File: src/common/gpl_pkg.sv
package gpl_pkg;
  localparam int unsigned GPL_DATA_W = 32;
  localparam int unsigned GPL_ADDR_W = 8;
  localparam int unsigned GPL_A_PINS = 8;
  localparam int unsigned GPL_B_PINS = 4;
  localparam int unsigned GPL_REG_W = 8;
  // byte addresses of the register words
  localparam logic [7:0] GPL_OFS_A_DATA = 8'h00;
  localparam logic [7:0] GPL_OFS_A_DIR = 8'h04;
  localparam logic [7:0] GPL_OFS_B_DATA = 8'h08;
  localparam logic [7:0] GPL_OFS_B_DIR = 8'h0C;
  localparam logic [7:0] GPL_OFS_CTRL = 8'h10;
  localparam logic [7:0] GPL_OFS_STAT = 8'h14;
  // control register fields
  localparam int unsigned GPL_CTRL_FLOAT_BIT = 0;
  localparam int unsigned GPL_CTRL_RMW_BIT = 1;
  // status register fields
  localparam int unsigned GPL_STAT_STBY_BIT = 0;
  localparam int unsigned GPL_STAT_ISO_BIT = 1;
  localparam logic [7:0] GPL_DIR_RESET = 8'h00;
  localparam logic [7:0] GPL_DATA_RESET = 8'h00;
  localparam logic [1:0] GPL_CTRL_RESET = 2'h0;

  typedef enum logic [2:0] {
    GPL_RUN = 3'b001,
    GPL_STBY_HOLD = 3'b010,
    GPL_STBY_FLOAT = 3'b100
  } gpl_mode_e;
endpackage

File: src/rtl/gpl_pin_bank.sv
`timescale 1ns/100ps
// one port's pins: output drive, pin sampling and standby isolation
module gpl_pin_bank #(
  parameter int unsigned WIDTH = 8
) (
  input wire logic sys_clk,
  input wire logic rst_b,
  input wire logic [WIDTH-1:0] latch,
  input wire logic [WIDTH-1:0] dir,
  input wire logic isolate,
  input wire logic [WIDTH-1:0] pin_in,
  output logic [WIDTH-1:0] pin_out,
  output logic [WIDTH-1:0] pin_oe,
  output logic [WIDTH-1:0] pin_level
);
  genvar g;
  generate
    for (g = 0; g < WIDTH; g++) begin : g_pin
      always_ff @(posedge sys_clk or negedge rst_b) begin
        if (!rst_b) begin
          pin_oe[g] <= 1'b0;
          pin_out[g] <= 1'b0;
          pin_level[g] <= 1'b0;
        end else begin
          pin_oe[g] <= dir[g] & ~isolate;
          pin_out[g] <= latch[g];
          // input held low while isolated so a floating pin draws no leakage
          pin_level[g] <= pin_in[g] & ~isolate;
        end
      end
    end
  endgenerate

  chk_iso_float: assert property (@(posedge sys_clk) disable iff (!rst_b)
    isolate |=> (pin_oe == '0) && (pin_level == '0))
    else $error("pins not floated in isolation");
endmodule

File: src/rtl/gpl_apb_slave.sv
`timescale 1ns/100ps
// apb slave framing: zero wait states, error on unmapped word
module gpl_apb_slave (
  input wire logic sys_clk,
  input wire logic rst_b,
  input wire logic psel,
  input wire logic penable,
  input wire logic pwrite,
  input wire logic hit,
  output logic pready,
  output logic pslverr,
  output logic wr_en,
  output logic rd_en
);
  assign pready = psel & penable;
  assign pslverr = psel & penable & ~hit;
  assign wr_en = psel & penable & pwrite & hit;
  assign rd_en = psel & ~penable & ~pwrite;

  chk_apb_ready: assert property (@(posedge sys_clk) disable iff (!rst_b)
    (psel && !penable) |=> (!penable || pready))
    else $error("access phase without ready");
endmodule

File: src/rtl/gpl_ports.sv
// Chosen here: the APB register port and the register addresses.
`timescale 1ns/100ps
// Operation
// - direction bit one makes the pin an output driven from its latch bit
// - an output pin shows the stored data bit
// - data writes update the latch and show at once on output pins; the code shows them one clock after the latch, through the pin bank register
// - reading an output pin's data bit returns the latch
// - direction zero is input; data writes still update the unseen latch
// - input pins read the pin level; read-modify-write reads return the latch
// - eight-pin port bits seven to zero map to pins seven to zero
// - four-pin port has only bits three to zero
// - reset clears every direction bit so all pins are inputs
// - stop or watch with float bit set floats pins and blocks inputs low
// - stop or watch with float bit clear keeps pin states and outputs
// - during reset pins float with input path enabled; the code holds the sampled pin level at zero until reset ends
module gpl_ports
  import gpl_pkg::*;
#(
  parameter int unsigned A_PINS = GPL_A_PINS,
  parameter int unsigned B_PINS = GPL_B_PINS
) (
  input wire logic SYS_CLK,
  input wire logic RST_B,
  input wire logic PSEL,
  input wire logic PENABLE,
  input wire logic PWRITE,
  input wire logic [gpl_pkg::GPL_ADDR_W-1:0] PADDR,
  input wire logic [gpl_pkg::GPL_DATA_W-1:0] PWDATA,
  output logic [gpl_pkg::GPL_DATA_W-1:0] PRDATA,
  output logic PREADY,
  output logic PSLVERR,
  input wire logic STANDBY_REQ,
  input wire logic [A_PINS-1:0] PORT_A_IN,
  output logic [A_PINS-1:0] PORT_A_OUT,
  output logic [A_PINS-1:0] PORT_A_OE,
  input wire logic [B_PINS-1:0] PORT_B_IN,
  output logic [B_PINS-1:0] PORT_B_OUT,
  output logic [B_PINS-1:0] PORT_B_OE
);
  import gpl_pkg::*;

  ////////////////////////////////////////////////////////////////////////////
  logic [A_PINS-1:0] port_a_data_latch;
  logic [A_PINS-1:0] port_a_direction;
  logic [B_PINS-1:0] port_b_data_latch;
  logic [B_PINS-1:0] port_b_direction;
  logic standby_pin_float;
  logic rmw_read;
  logic [A_PINS-1:0] a_level;
  logic [B_PINS-1:0] b_level;
  logic hit;
  logic wr_en;
  logic rd_en;
  logic isolate;
  gpl_mode_e mode;
  gpl_mode_e next_mode;
  logic [GPL_DATA_W-1:0] next_rdata;

  function automatic logic is_ofs(input logic [GPL_ADDR_W-1:0] a, input logic [7:0] o);
    return a == o;
  endfunction

  always_comb begin
    hit = 1'b0;
    if (is_ofs(PADDR, GPL_OFS_A_DATA)) begin
      hit = 1'b1;
    end else if (is_ofs(PADDR, GPL_OFS_A_DIR)) begin
      hit = 1'b1;
    end else if (is_ofs(PADDR, GPL_OFS_B_DATA)) begin
      hit = 1'b1;
    end else if (is_ofs(PADDR, GPL_OFS_B_DIR)) begin
      hit = 1'b1;
    end else if (is_ofs(PADDR, GPL_OFS_CTRL)) begin
      hit = 1'b1;
    end else if (is_ofs(PADDR, GPL_OFS_STAT)) begin
      hit = 1'b1;
    end
  end

  gpl_apb_slave u_apb (
    .sys_clk(SYS_CLK),
    .rst_b(RST_B),
    .psel(PSEL),
    .penable(PENABLE),
    .pwrite(PWRITE),
    .hit(hit),
    .pready(PREADY),
    .pslverr(PSLVERR),
    .wr_en(wr_en),
    .rd_en(rd_en)
  );

  ////////////////////////////////////////////////////////////////////////////
  // register writes
  always_ff @(posedge SYS_CLK or negedge RST_B) begin
    if (!RST_B) begin
      port_a_data_latch <= GPL_DATA_RESET[A_PINS-1:0];
      port_a_direction <= GPL_DIR_RESET[A_PINS-1:0];
    end else if (wr_en && is_ofs(PADDR, GPL_OFS_A_DATA)) begin
      port_a_data_latch <= PWDATA[A_PINS-1:0];
    end else if (wr_en && is_ofs(PADDR, GPL_OFS_A_DIR)) begin
      port_a_direction <= PWDATA[A_PINS-1:0];
    end
  end

  always_ff @(posedge SYS_CLK or negedge RST_B) begin
    if (!RST_B) begin
      port_b_data_latch <= GPL_DATA_RESET[B_PINS-1:0];
      port_b_direction <= GPL_DIR_RESET[B_PINS-1:0];
    end else if (wr_en && is_ofs(PADDR, GPL_OFS_B_DATA)) begin
      // upper write bits have no storage behind them
      port_b_data_latch <= PWDATA[B_PINS-1:0];
    end else if (wr_en && is_ofs(PADDR, GPL_OFS_B_DIR)) begin
      port_b_direction <= PWDATA[B_PINS-1:0];
    end
  end

  always_ff @(posedge SYS_CLK or negedge RST_B) begin
    if (!RST_B) begin
      standby_pin_float <= GPL_CTRL_RESET[GPL_CTRL_FLOAT_BIT];
      rmw_read <= GPL_CTRL_RESET[GPL_CTRL_RMW_BIT];
    end else if (wr_en && is_ofs(PADDR, GPL_OFS_CTRL)) begin
      standby_pin_float <= PWDATA[GPL_CTRL_FLOAT_BIT];
      rmw_read <= PWDATA[GPL_CTRL_RMW_BIT];
    end
  end

  ////////////////////////////////////////////////////////////////////////////
  // standby mode: float bit is sampled on entry and held for the stay
  always_comb begin
    next_mode = mode;
    case (mode)
      GPL_RUN: begin
        if (STANDBY_REQ) begin
          next_mode = standby_pin_float ? GPL_STBY_FLOAT : GPL_STBY_HOLD;
        end
      end
      GPL_STBY_HOLD, GPL_STBY_FLOAT: begin
        if (!STANDBY_REQ) begin
          next_mode = GPL_RUN;
        end
      end
      default: next_mode = GPL_RUN;
    endcase
  end

  always_ff @(posedge SYS_CLK or negedge RST_B) begin
    if (!RST_B) begin
      mode <= GPL_RUN;
    end else begin
      mode <= next_mode;
    end
  end

  assign isolate = (mode == GPL_STBY_FLOAT);

  ////////////////////////////////////////////////////////////////////////////
  // pins; output enables are zero in reset so every pin floats
  gpl_pin_bank #(.WIDTH(A_PINS)) u_bank_a (
    .sys_clk(SYS_CLK),
    .rst_b(RST_B),
    .latch(port_a_data_latch),
    .dir(port_a_direction),
    .isolate(isolate),
    .pin_in(PORT_A_IN),
    .pin_out(PORT_A_OUT),
    .pin_oe(PORT_A_OE),
    .pin_level(a_level)
  );

  gpl_pin_bank #(.WIDTH(B_PINS)) u_bank_b (
    .sys_clk(SYS_CLK),
    .rst_b(RST_B),
    .latch(port_b_data_latch),
    .dir(port_b_direction),
    .isolate(isolate),
    .pin_in(PORT_B_IN),
    .pin_out(PORT_B_OUT),
    .pin_oe(PORT_B_OE),
    .pin_level(b_level)
  );

  ////////////////////////////////////////////////////////////////////////////
  // read data: captured at setup so it is stable through the access phase
  always_comb begin
    next_rdata = '0;
    if (is_ofs(PADDR, GPL_OFS_A_DATA)) begin
      // output pins return the latch; inputs the pin unless rmw read
      next_rdata[A_PINS-1:0] = rmw_read ? port_a_data_latch :
        ((port_a_direction & port_a_data_latch) | (~port_a_direction & a_level));
    end else if (is_ofs(PADDR, GPL_OFS_A_DIR)) begin
      next_rdata[A_PINS-1:0] = port_a_direction;
    end else if (is_ofs(PADDR, GPL_OFS_B_DATA)) begin
      next_rdata[B_PINS-1:0] = rmw_read ? port_b_data_latch :
        ((port_b_direction & port_b_data_latch) | (~port_b_direction & b_level));
    end else if (is_ofs(PADDR, GPL_OFS_B_DIR)) begin
      next_rdata[B_PINS-1:0] = port_b_direction;
    end else if (is_ofs(PADDR, GPL_OFS_CTRL)) begin
      next_rdata[GPL_CTRL_FLOAT_BIT] = standby_pin_float;
      next_rdata[GPL_CTRL_RMW_BIT] = rmw_read;
    end else if (is_ofs(PADDR, GPL_OFS_STAT)) begin
      next_rdata[GPL_STAT_STBY_BIT] = (mode != GPL_RUN);
      next_rdata[GPL_STAT_ISO_BIT] = isolate;
    end
  end

  always_ff @(posedge SYS_CLK or negedge RST_B) begin
    if (!RST_B) begin
      PRDATA <= '0;
    end else if (rd_en) begin
      PRDATA <= next_rdata;
    end
  end

  ////////////////////////////////////////////////////////////////////////////
  chk_dir_reset: assert property (@(posedge SYS_CLK)
    $rose(RST_B) |-> (port_a_direction == '0) && (port_b_direction == '0))
    else $error("direction not cleared by reset");
  chk_out_drive: assert property (@(posedge SYS_CLK) disable iff (!RST_B)
    (mode == GPL_RUN) ##1 (mode == GPL_RUN) |-> PORT_A_OE == $past(port_a_direction))
    else $error("output enable does not follow direction");
  chk_out_level: assert property (@(posedge SYS_CLK) disable iff (!RST_B)
    ##1 PORT_A_OUT == $past(port_a_data_latch))
    else $error("pin level differs from latch");
  chk_write_show: assert property (@(posedge SYS_CLK) disable iff (!RST_B)
    (wr_en && is_ofs(PADDR, GPL_OFS_A_DATA)) |=> ##1 PORT_A_OUT == $past(PWDATA[A_PINS-1:0], 2))
    else $error("written data not on pins");
  chk_read_out: assert property (@(posedge SYS_CLK) disable iff (!RST_B)
    (rd_en && is_ofs(PADDR, GPL_OFS_A_DATA) && port_a_direction == '1)
    |=> PRDATA[A_PINS-1:0] == $past(port_a_data_latch))
    else $error("output read not latch");
  chk_input_hiz: assert property (@(posedge SYS_CLK) disable iff (!RST_B)
    (port_b_direction == '0) |=> PORT_B_OE == '0)
    else $error("input pin driven");
  chk_rmw_read: assert property (@(posedge SYS_CLK) disable iff (!RST_B)
    (rd_en && rmw_read && is_ofs(PADDR, GPL_OFS_B_DATA))
    |=> PRDATA[B_PINS-1:0] == $past(port_b_data_latch))
    else $error("rmw read not latch");
  chk_upper_zero: assert property (@(posedge SYS_CLK) disable iff (!RST_B)
    (rd_en && is_ofs(PADDR, GPL_OFS_B_DIR)) |=> PRDATA[GPL_REG_W-1:B_PINS] == '0)
    else $error("upper bits not zero");
  chk_hold_keep: assert property (@(posedge SYS_CLK) disable iff (!RST_B)
    (mode == GPL_STBY_HOLD && $stable(port_a_direction)) |=> PORT_A_OE == $past(PORT_A_OE))
    else $error("hold standby changed pins");

  cov_float: cover property (@(posedge SYS_CLK) mode == GPL_STBY_FLOAT);
  cov_hold: cover property (@(posedge SYS_CLK) mode == GPL_STBY_HOLD);
  cov_rmw: cover property (@(posedge SYS_CLK) rd_en && rmw_read);
endmodule

File: config.mk
export PLATFORM = sky130hd
export DESIGN_NAME = gpl_ports
export DESIGN_NICKNAME = d
export VERILOG_FILES = /design/src/common/gpl_pkg.sv /design/src/rtl/gpl_pin_bank.sv /design/src/rtl/gpl_apb_slave.sv /design/src/rtl/gpl_ports.sv
export SDC_FILE = /design/constraint.sdc
export NUM_CORES = 1
export LEC_CHECK = 0
export BUFFER_PORTS_ARGS = -buffer_cell sky130_fd_sc_hd__buf_2
export CAP_MARGIN = 20
export CORE_ASPECT_RATIO = 0.9
export CORE_MARGIN = 2
export CORE_UTILIZATION = 50
export CTS_CLUSTER_SIZE = 8
export DETAILED_ROUTE_END_ITERATION = 8
export PLACE_DENSITY = 0.8
export SYNTH_ARGS = -nofsm -noshare
export SYNTH_HDL_FRONTEND = slang
export SYNTH_HIERARCHICAL = 1
export SYNTH_SLANG_ARGS = --single-unit
File: constraint.sdc
create_clock -name SYS_CLK -period 2.8 [get_ports SYS_CLK]
set_clock_uncertainty 0.15 [all_clocks]
set_input_delay 0.7 -clock SYS_CLK [delete_from_list [all_inputs] [get_ports SYS_CLK]]
set_output_delay 0.7 -clock SYS_CLK [all_outputs]
set_load 0.005 [all_outputs]
### Word-level counts from Yosys, hierarchy flattened

Cells that the tools add are included.

| word-level totals | value |
|---|---|
| flip-flop bits (word level) | 73 |
| input bits | 58 |

| operators by class | value |
|---|---|
| equality and inequality tests | 11 |
| mux-type cells | 20 |
| bitwise operators | 44 |
| reduce and logical (&&, ||, !) cells | 10 |

Operator list:

| cell | number |
|---|---|
| $and 1x1->1 | 30 |
| $and 8x8->8 | 2 |
| $eq 8x4->1 const B | 2 |
| $eq 8x5->1 const B | 2 |
| $mux 4 | 4 |
| $mux 8 | 2 |
| $mux 3 | 3 |
| $and 4x4->4 | 2 |
| $eq 8x3->1 const B | 1 |
| $logic_not 8->1 | 1 |
| $mux 2 | 4 |
| $not 8->8 | 1 |
| $or 8x8->8 | 1 |
| $mux 1 | 6 |
| $not 1->1 | 6 |
| $pmux 3 s2 | 1 |
| $reduce_and 2->1 | 3 |
| $logic_and 1x1->1 | 5 |
| $ne 2x2->1 const B | 2 |
| $not 4->4 | 1 |
| $or 4x4->4 | 1 |
| $eq 3x1->1 const B | 1 |
| $eq 3x2->1 const B | 1 |
| $eq 3x3->1 const B | 1 |
| 2 further kinds | 2 |

### Depth between registers and ports, before layout

Gate-level depths: netlist of run 1.

| depth | value |
|---|---|
| word-level depth | 11 |
| mapped depth | 8 |
| gate-level depth less buffers | 7 |

### Hierarchy

The synthesis of run 1 kept the hierarchy.

Modules (own cells, without submodules):

| module | instances | cells an instance | area an instance (um^2) | sequential area each (um^2) |
|---|---|---|---|---|
| gpl_ports | 1 | 201 | 2200.9 | 927.1 |
| gpl_pin_bank (u_bank_a) | 1 | 41 | 744.5 | 600.6 |
| gpl_pin_bank (u_bank_b) | 1 | 20 | 350.3 | 300.3 |
| gpl_apb_slave | 1 | 4 | 33.8 | 0.0 |

### Worst setup path before layout of run 1

No wires, ideal clock.

| timing | value |
|---|---|
| path kind | in2reg |
| from | input PADDR[5] (netlist name) |
| to | register port_b_direction[0] |
| arrival | 2157 ps |
| data required time | 2522 ps |
| path slack | 366 ps |
| stages on the path | 8 |
| path buffers | 1 |
| cells stage by stage | nor3_4 nand2_1 a21oi_1 and4_1 nand4_1 or2_1 clkbuf_1 mux2_1 |

| on the way | value |
|---|---|
| word-level cells in the longest chain between the ends | 11 |
| elaborated cells on any way between the ends | 17 |

Ends and longest elaborated chain:

| what | line | source |
|---|---|---|
| start: declaration | gpl_ports.sv:27 | `input wire logic [gpl_pkg::GPL_ADDR_W-1:0] PADDR,` |
| $eq 8x5->1 | gpl_ports.sv:60 | `return a == o;` |
| $mux 1 | gpl_ports.sv:75 | `end else if (is_ofs(PADDR, GPL_OFS_STAT)) begin` |
| $mux 1 | gpl_ports.sv:73 | `end else if (is_ofs(PADDR, GPL_OFS_CTRL)) begin` |
| $mux 1 | gpl_ports.sv:71 | `end else if (is_ofs(PADDR, GPL_OFS_B_DIR)) begin` |
| $mux 1 | gpl_ports.sv:69 | `end else if (is_ofs(PADDR, GPL_OFS_B_DATA)) begin` |
| $mux 1 | gpl_ports.sv:67 | `end else if (is_ofs(PADDR, GPL_OFS_A_DIR)) begin` |
| $mux 1 * | gpl_ports.sv:65 | `if (is_ofs(PADDR, GPL_OFS_A_DATA)) begin` |
| net hit | gpl_ports.sv:51 | `logic hit;` |
| $and 1x1->1 * | gpl_apb_slave.sv:17 | `assign wr_en = psel & penable & pwrite & hit;` |
| net wr_en | gpl_ports.sv:52 | `logic wr_en;` |
| $logic_and 1x1->1 | gpl_ports.sv:110 | `end else if (wr_en && is_ofs(PADDR, GPL_OFS_B_DATA)) begin` |
| $not 1->1 (no source line) | -- |  |
| $reduce_and 2->1 (no source line) * | -- |  |
| end signal: assignment | gpl_ports.sv:109 | `port_b_direction <= GPL_DIR_RESET[B_PINS-1:0];` |
| end signal: assignment | gpl_ports.sv:114 | `port_b_direction <= PWDATA[B_PINS-1:0];` |
| end: declaration | gpl_ports.sv:46 | `logic [B_PINS-1:0] port_b_direction;` |

The timed path passes the listed nets; every way through them passes the cells marked *.
A chain may end at the register's enable or synchronous reset.

### Worst setup path after layout of run 1

| timing | value |
|---|---|
| from | input PADDR[5] (netlist name) |
| to | output PSLVERR |

| on the way | value |
|---|---|
| word-level cells in the longest chain between the ends | 9 |
| elaborated cells on any way between the ends | 14 |

Ends and longest elaborated chain:

| what | line | source |
|---|---|---|
| $eq 8x5->1 | gpl_ports.sv:60 |  |
| $mux 1 | gpl_ports.sv:75 |  |
| $mux 1 | gpl_ports.sv:73 |  |
| $mux 1 | gpl_ports.sv:71 |  |
| $mux 1 | gpl_ports.sv:69 |  |
| $mux 1 | gpl_ports.sv:67 |  |
| $mux 1 * | gpl_ports.sv:65 |  |
| net hit | gpl_ports.sv:51 |  |
| $not 1->1 * | gpl_apb_slave.sv:16 | `assign pslverr = psel & penable & ~hit;` |
| $and 1x1->1 * | gpl_apb_slave.sv:16 |  |
| end: declaration | gpl_ports.sv:31 | `output logic PSLVERR,` |

Marked as above.

==> results.ini, run 1 <==
[run_status]
outcome=finished, final reports clean

[route]
via_count=2196
dr.pass1.iters=4
ant_nets=0
dr.first_iter.drc_count=149
wl_microns=6545
drc=0
wire_per_inst_microns=15.01
viasPerCell=5.037

[clock_tree]
worstSkewPairLatency_ns=0.35
clk_pin_slew_ns=0.08
clk_path_buf_depth=2
cts_hold_buffers=0
clock-sinks=73
htree_levels=3
cts_made_buffers=9
post-cts-setup-buffers=0
post_cts_resized=0
cts-root-buf=clkbuf_8
cts_tree=done

[critical_path]
cp_common_cell=buf_2
cp.arrival_ns=1.60
cp.required_ns=1.95
crit_chain=buf_2 -> nor3_4 -> nand2_1 -> a21oi_1 -> and3b_2 -> buf_2
cp_num_cells=6
cp_max_fo=2
path_delay_family=simple AND/OR/NAND/NOR gates
path_class=in2out
critPathSlowestCell=and3b_2
crit_buf_inv=2
reg2reg_depth=4
critPathMaxStageDelay_ns=0.22
end_kind=output pin
cp-start-kind=input port

[finish]
nNetsFinal=399
fill_cells=548
area_delta_synth_final_pct=18.34
drive_gt1_share_pct=41.33
antennaDiodeCount=0

[global_routing]
grt_util_all_layers_pct=19.07
grt_overflow=0
antenna_found_initial=0
grt_pass1_vias=2131
grt_pass1_wl_microns=10630
grt_max_degree=36

[synthesis]
netlist_area_sq_um=3329
yosysMostFrequentCell=dfrtp_1
syn_inst=266
yosys_warnings=6
yosysTopAreaCell=dfrtp_1
synth-async-reset-ratio_pct=100.0
ys_seq_area_share_pct=54.90
yosys.cell_types.count=58
synth_seq_cells=73
synth.top_cell.area_share_pct=54.11
syn_avg_cell_area_sq_um=12.52
yosys-top-cells-count=dfrtp_1 (72), buf_4 (26), nor2_1 (20), mux2_2 (17), nor2b_1 (15)
synth-edff-count=0
synthTopCellsByArea=dfrtp_1 (54%), buf_4 (5.9%), mux2_2 (5.7%), mux2_4 (3.6%), nor2b_1 (2.8%)
synthFlopType=dfrtp_1

[floorplan]
die_h_microns=81.42
initial_utilization_pct=51.09
core_area_sq_um=6516
die_width_microns=90.02
core.rowCount=28
die_area_sq_um=7329
io_pins=116

[power_and_ir_drop]
total_leakage_power_uw=0.002040
p_per_area_nw_per_um2=571.4
peakVddDrop_mv=0.3532

[sta]
min_period_ns=2.449
setup_violations=0
finalWorstSetupSlack_ns=0.3510
rsz0062_at_grt=false
tightest_slew_ns=0.6318
fin_crit_sh_pct=87.47
timing.fmax_ghz=0.4083
relSlewSlack_pct=57.88
slew_viol_final=0
fin_setup_tns_ns=0
hold_viol_final=0

[run]
cap_viol_max_count=0

[place]
portBuffers=67
dp_slack_ns=0.1734
gp_congestion=0.8610
dpl.hpwl_microns=4648

[hold_path]
hp-class=in2async

[sequential cells by signal (all words and copies together) (netlist names)]
register	flops
rmw_read	1
mode	3
u_bank_a/pin_level	8
u_bank_a/pin_oe	8
u_bank_b/pin_oe	4
PRDATA	8
port_a_direction	8
port_b_direction	4
port_b_data_latch	4
port_a_data_latch	8
standby_pin_float	1
u_bank_b/pin_out	4
u_bank_b/pin_level	4
u_bank_a/pin_out	8
[power by group]
part	switching, uW	total [uW]	internal (uW)	leakage, uW
Combinational	87.9	152	64.4	0.000938
Clock	403	1000	600	0.000124
Sequential	15.5	1100	1080	0.000977
[layer usage]
layer / up-vias / GRT usage (%) / share of wire (%)
met5: - / 0 / 0
met4: 0 / 6.769 / 1.6
met3: 9 / 5.688 / 5.9
met2: 74 / 31.43 / 46
met1: 1077 / 24.48 / 46
li1: 1036 / - / -
[area by class of cell]
type | instances | area (sq um) | share of cell area (%)
clock buffer | 9 | 123.9 | 3.144
clock inverter | 7 | 125.1 | 3.176
inverter | 6 | 22.52 | 0.5716
multi-input combinational | 175 | 1313 | 33.31
sequential | 73 | 1828 | 46.40
tap | 90 | 112.6 | 2.858
timing repair buffer | 76 | 415.4 | 10.54
[metrics by stage]
stage / cells / power [uW] / utilization [%] / hold WS (ns) / cell area (sq um)
finish: 436 / 2251 / 60.46 / 0.2077 / 3940
detailed placement: 420 / 1269 / 56.64 / 0.2283 / 3691
floorplan: 289 / 1207 / - / 0.2144 / 3416
CTS: 436 / 2273 / 60.46 / 0.2100 / 3940
global route: 436 / 2345 / 60.46 / 0.2330 / 3940
global placement: 420 / 1265 / 56.64 / 0.2255 / 3691
[cells by family after synthesis]
family	count (synthesis)	synth area share, %
multiplexers	38	13.57
AND/OR/NAND/NOR	80	16.05
AO/OA/AOI/OAI	33	6.803
other	1	0.1126
buffers and inverters	41	8.568
flip-flops	73	54.90
[placed cells by master (no fill, tap or decap), drive strengths merged, types with 2 or more instances in the layout]
cell type	Yosys	routed
nor3	3	3
nand2	2	2
a32oi	4	4
nand4	2	2
a21oi	8	8
conb	1	24
inv	6	8
clkinv	0	2
dfrtp	72	72
and4b	2	2
or2	2	2
buf	31	76
o31ai	2	2
mux2	33	33
and2b	6	6
o21ai	6	6
nor2b	22	22
nor2	21	21
clkbuf	4	9
nor3b	4	4
mux2i	5	5
and2	2	2
o311ai	2	2
nor4	3	3
and3	2	2
nand3	2	2
bufinv	0	3
[final timing paths]
| check | startpoint | end | slack, ns |
|---|---|---|---|
| max in group asynchronous | RST_B | u_bank_b/pin_oe[1]$_DFF_PN0_ | 1.67 |
| min | RST_B | port_b_direction[2]$_DFFE_PN0P_ | 0.21 |
| max | PADDR[5] | PSLVERR | 0.35 |
| min reg2reg | port_a_data_latch[2]$_DFFE_PN0N_ | u_bank_a/pin_out[2]$_DFF_PN0_ | 0.25 |
| min in group SYS_CLK | port_a_data_latch[2]$_DFFE_PN0N_ | u_bank_a/pin_out[2]$_DFF_PN0_ | 0.25 |
| max reg2reg | rmw_read$_DFFE_PN0P_ | PRDATA[0]$_DFFE_PN0P_ | 0.80 |
No activity file was read; power rests on OpenSTA's default activity.
==> inputs of run 2 (changes only) <==
==> constraint.sdc (replaced) <==
create_clock -name SYS_CLK -period 2.8 [get_ports SYS_CLK]
set_clock_uncertainty 0.15 [all_clocks]
set_input_delay 0.42 -clock SYS_CLK [delete_from_list [all_inputs] [get_ports SYS_CLK]]
set_output_delay 0.42 -clock SYS_CLK [all_outputs]
set_load 0.005 [all_outputs]
==> results.ini, run 2 (same netlist as run 1, synthesis figures left out) <==
[clock_tree]
htree_levels=3  ; unchanged
cts_tree=done
clk_pin_slew_ns=0.07  ; about the same
worstSkewPairLatency_ns=0.35  ; about the same
cts-root-buf=clkbuf_8
cts_made_buffers=9  ; unchanged
clk_path_buf_depth=2  ; unchanged
post_cts_resized=0  ; unchanged
clock-sinks=73  ; unchanged

[critical_path]
reg2reg_slack_ns=0.84  ; +0.04 ns
end_kind=register
path_delay_family=simple AND/OR/NAND/NOR gates
crit_chain=buf_2 -> nor3_4 -> nand2_1 -> a21oi_1 -> and4_1 -> nand4_1 -> or2_1 -> mux2_1
cp-start-kind=input port
critPathMaxStageDelay_ns=0.35  ; +0.13 ns
cp.arrival_ns=2.09  ; +0.49 ns
cp_max_fo=4  ; +2
path_class=in2reg
crit_buf_inv=1  ; -1
cp.required_ns=2.88  ; +0.93 ns
critPathSlowestCell=mux2_1

[floorplan]
initial_utilization_pct=51.09  ; unchanged
die_h_microns=81.42  ; unchanged
core.rowCount=28  ; unchanged
core_area_sq_um=6516  ; unchanged
io_pins=116  ; unchanged
die_area_sq_um=7329  ; unchanged
die_width_microns=90.02  ; unchanged

[sta]
hold_viol_final=0  ; unchanged
tightest_slew_ns=0.6450  ; +0.01318 ns
setup_violations=0  ; unchanged
relSlewSlack_pct=57.00  ; -0.88 points
fin_setup_tns_ns=0  ; unchanged
fin_crit_sh_pct=71.60  ; -16 points
finalWorstSetupSlack_ns=0.7951  ; +0.4441 ns
min_period_ns=2.005  ; -0.4441 ns
rsz0062_at_grt=false
timing.fmax_ghz=0.4988  ; +22%
slew_viol_final=0  ; unchanged
whs_ns=0.1340  ; -0.07378 ns

[power_and_ir_drop]
total_leakage_power_uw=0.001992  ; -2.4%
p_per_area_nw_per_um2=504.8  ; -12%
power.total_uw=1943  ; -14%
peakVddDrop_mv=0.3585  ; +1.5%

[route]
ant_nets=0  ; unchanged
dr.first_iter.drc_count=160  ; +7.4%
drc=0  ; unchanged
via_count=2273  ; +3.5%
dr.pass1.iters=4  ; unchanged
viasPerCell=5.225  ; +3.7%
wl_microns=6881  ; +5.1%
wire_per_inst_microns=15.82  ; +5.4%

[finish]
stdcell_count=435  ; -0.23%
antennaDiodeCount=0  ; unchanged
final_common_cell=dfrtp_1
mostFrequentLayoutCells=dfrtp_1 (72), buf_2 (67), conb_1 (24)
area_delta_synth_final_pct=15.60
drive_gt1_share_pct=40.58  ; -0.75 points
nNetsFinal=398  ; -0.25%

[run_status]
outcome=finished, final reports clean

[place]
dp_slack_ns=0.4290  ; +0.2556 ns
dp_cells=418  ; -0.48%
dpl.hpwl_microns=4713  ; +1.4%
portBuffers=67  ; unchanged
gp_congestion=0.8320  ; -3.4%

[global_routing]
grt_pass1_wl_microns=11110  ; +4.5%
grt_overflow=0  ; unchanged
grt_util_all_layers_pct=19.91  ; +0.84 points
antenna_found_initial=0  ; unchanged
grt_max_degree=74  ; +110%
grt_pass1_vias=2263  ; +6.2%

[hold_path]
hp-class=in2reg

[run]
cap_viol_max_count=0  ; unchanged

run 2: power breakdown:
| part | switching (uW) | internal (uW) |
|---|---|---|
| logic | 88.5 | 64.4 |
| clock network | 378 | 314 |
| registers | 16.6 | 1080 |
run 2: worst paths after layout:
check                      cells past startpoint                         endpoint                              from
max                                            8  port_b_direction[0]$_DFFE_PN0P_                          PADDR[5]
min                                            2  u_bank_b/pin_level[2]$_DFF_PN0_                      PORT_B_IN[2]
max reg2reg                                    4            PRDATA[0]$_DFFE_PN0P_              rmw_read$_DFFE_PN0P_
min reg2reg                                    0    u_bank_a/pin_out[4]$_DFF_PN0_  port_a_data_latch[4]$_DFFE_PN0N_
max in group asynchronous                      3              mode[0]$_DFFE_PN1P_                             RST_B
min in group asynchronous                      3     u_bank_a/pin_oe[6]$_DFF_PN0_                             RST_B
run 2: cell type report:
cell class / count / area, sq um
fillers: 545 / 2668
flip-flops and latches: 73 / 1828
multi-input cells: 175 / 1313
repair buffers: 75 / 410.4
clock buffers: 10 / 127.6
well taps: 90 / 112.6
clock inverters: 6 / 35.03
inverters: 6 / 22.52
run 2: metal layers:
| metal | GRT usage, % | wire length [microns] | vias up |
|---|---|---|---|
| met5 | 0 | 0 | - |
| met4 | 10.15 | 120 | 0 |
| met3 | 4.220 | 465 | 16 |
| met2 | 32.71 | 3360 | 101 |
| met1 | 25.53 | 2935 | 1122 |
| li1 | - | - | 1034 |
run 2: timing repair:
action | 4_1_cts | 5_1_grt
hold endpoints to repair | 72 | 0
setup buffers | 0 | 0
hold buffers | 1 | 0
run 2: metrics by stage:
step	utilization, %	instance area [sq um]
after global placement	56.41	3676
after CTS	59.06	3849
after detailed placement	56.41	3676
final	59.06	3849
after global routing	59.06	3849
after floorplan	-	3416
==> inputs of run 3 (changes only) <==
==> constraint.sdc (replaced) <==
create_clock -name SYS_CLK -period 2 [get_ports SYS_CLK]
set_clock_uncertainty 0.15 [all_clocks]
set_input_delay 0.3 -clock SYS_CLK [delete_from_list [all_inputs] [get_ports SYS_CLK]]
set_output_delay 0.3 -clock SYS_CLK [all_outputs]
set_load 0.005 [all_outputs]
==> results.ini, run 3 (same netlist as run 1, synthesis figures left out) <==
[clock_tree]
htree_levels=3  ; unchanged
worstSkewPairLatency_ns=0.35  ; about the same
post-cts-setup-buffers=0  ; unchanged
clk_path_buf_depth=2  ; unchanged
clk_pin_slew_ns=0.07  ; about the same
clock-sinks=73  ; unchanged
cts_tree=done
cts-root-buf=clkbuf_8
cts_made_buffers=9  ; unchanged

[global_routing]
grt_max_degree=74  ; unchanged
grt_pass1_wl_microns=12090  ; +8.8%
grt_util_all_layers_pct=21.73  ; +1.8 points
grt_overflow=0  ; unchanged
antenna_found_initial=0  ; unchanged
grt_pass1_vias=2345  ; +3.6%

[sta]
whs_ns=0.01514  ; -0.1188 ns
relSlewSlack_pct=66.97  ; +10 points
hold_viol_final=0  ; unchanged
tightest_slew_ns=0.4830  ; -0.1620 ns
finalWorstSetupSlack_ns=0.1356  ; -0.6595 ns
fin_crit_sh_pct=93.22
min_period_ns=1.864
setup_violations=0  ; unchanged
slew_viol_final=0  ; unchanged
rsz0062_at_grt=false
fin_setup_tns_ns=0  ; unchanged
timing.fmax_ghz=0.5364

[place]
portBuffers=67  ; unchanged
dpl.hpwl_microns=5168  ; +9.7%
gp_congestion=0.8689  ; +4.4%
dp_slack_ns=-0.2517  ; -0.6807 ns
place_area_sq_um=3826  ; +4.1%

[critical_path]
cp_max_fo=8  ; +4
cp.required_ns=2.09  ; -0.79 ns
reg2reg_depth=5  ; +1
cp.arrival_ns=1.95  ; -0.14 ns
r2r-start=rmw_read$_DFFE_PN0P_
cp-start-kind=input port
critPathMaxStageDelay_ns=0.32  ; -0.03 ns
critPathSlowestCell=mux2_4
path_class=in2reg
crit_chain=buf_2 -> nor3_4 -> nand2_1 -> a21oi_1 -> and4_2 -> buf_4 -> and3_4 -> mux2_4
end_kind=register
r2r_end=PRDATA[0]$_DFFE_PN0P_
reg2reg_slack_ns=0.29  ; -0.55 ns

[hold_path]
worst_hold_path.endpoint=u_bank_a/pin_level[3]$_DFF_PN0_
worstHoldStart=PORT_A_IN[3]
hold_path_depth=2  ; unchanged
hp-class=in2reg

[floorplan]
initial_utilization_pct=51.09  ; unchanged
die_h_microns=81.42  ; unchanged
core_area_sq_um=6516  ; unchanged
die_width_microns=90.02  ; unchanged
io_pins=116  ; unchanged
die_area_sq_um=7329  ; unchanged
core.rowCount=28  ; unchanged

[finish]
antennaDiodeCount=0  ; unchanged
final_common_cell=dfrtp_1
fill_cells=521  ; -4.4%
nNetsFinal=421  ; +5.8%
design_area_sq_um=4135  ; +7.4%
drive_gt1_share_pct=44.57  ; +4.0 points
mostFrequentLayoutCells=dfrtp_1 (72), buf_2 (67), buf_4 (26)
area_delta_synth_final_pct=24.20

[route]
ant_nets=0  ; unchanged
dr.pass1.iters=5  ; +1
wire_per_inst_microns=16.18  ; +2.3%
dr.first_iter.drc_count=214  ; +34%
drc=0  ; unchanged
wl_microns=7411  ; +7.7%
viasPerCell=5.135  ; -1.7%
via_count=2352  ; +3.5%

[power_and_ir_drop]
total_leakage_power_uw=0.002153  ; +8.1%
power.total_uw=3250  ; +67%
p_per_area_nw_per_um2=786.0  ; +56%
peakVddDrop_mv=0.4816  ; +34%

[run]
cap_viol_max_count=0  ; unchanged

[run_status]
outcome=finished, final reports clean

run 3: per-stage QoR:
stage | cells | util, %
floorplan | 289 | -
global placement | 438 | 58.72
detailed placement | 438 | 58.72
CTS | 458 | 63.36
global route | 458 | 63.46
finish | 458 | 63.46
run 3: worst max path at each step:
stage / from / endpoint / depth (start not counted)
floorplan: PADDR[6] / port_b_direction[0]$_DFFE_PN0P_ / 8
global placement: PADDR[6] / port_b_data_latch[1]$_DFFE_PN0N_ / 9
detailed placement: PADDR[6] / port_b_direction[2]$_DFFE_PN0P_ / 8
CTS: PADDR[6] / port_b_direction[2]$_DFFE_PN0P_ / 8
global route: PADDR[6] / port_b_data_latch[0]$_DFFE_PN0N_ / 9
finish: PADDR[6] / port_a_direction[7]$_DFFE_PN0P_ / 8
run 3: area by class of cell:
class / count / area, sq um / share of cell area (%)
multi-input cells: 175 / 1319 / 31.89
repair buffers: 98 / 590.6 / 14.28
clock inverters: 4 / 97.59 / 2.360
well taps: 90 / 112.6 / 2.723
clock buffers: 12 / 165.2 / 3.994
inverters: 6 / 22.52 / 0.5446
flip-flops and latches: 73 / 1828 / 44.21
run 3: what timing repair did:
item / CTS / global route
gates resized for setup: 0 / 3
endpoints found under the hold margin: 75 / 0
hold buffers: 4 / 0
endpoints found under the setup margin: 0 / 8
run 3: power by group:
group          internal, uW  total [uW]  switching (uW)
registers              1510        1540            23.6
logic                   105         238             133
clock network           931        1480             545
total                  2550        3250             701
run 3: per-layer routing:
layer / global-route usage (%) / vias up / part of all wire (%)
li1: - / 1080 / -
met3: 5.963 / 9 / 6.1
met5: 0 / - / 0
met1: 27.53 / 1172 / 41
met2: 36.47 / 91 / 51
met4: 8.154 / 0 / 1.1
run 3: critical path, delay by kind of cell:
kind | cells | cell delay [ns]
and+or+nand+nor | 4 | 0.89
muxes | 1 | 0.32
buffers and inverters | 2 | 0.25
AOI/OAI and AO/OA | 1 | 0.19
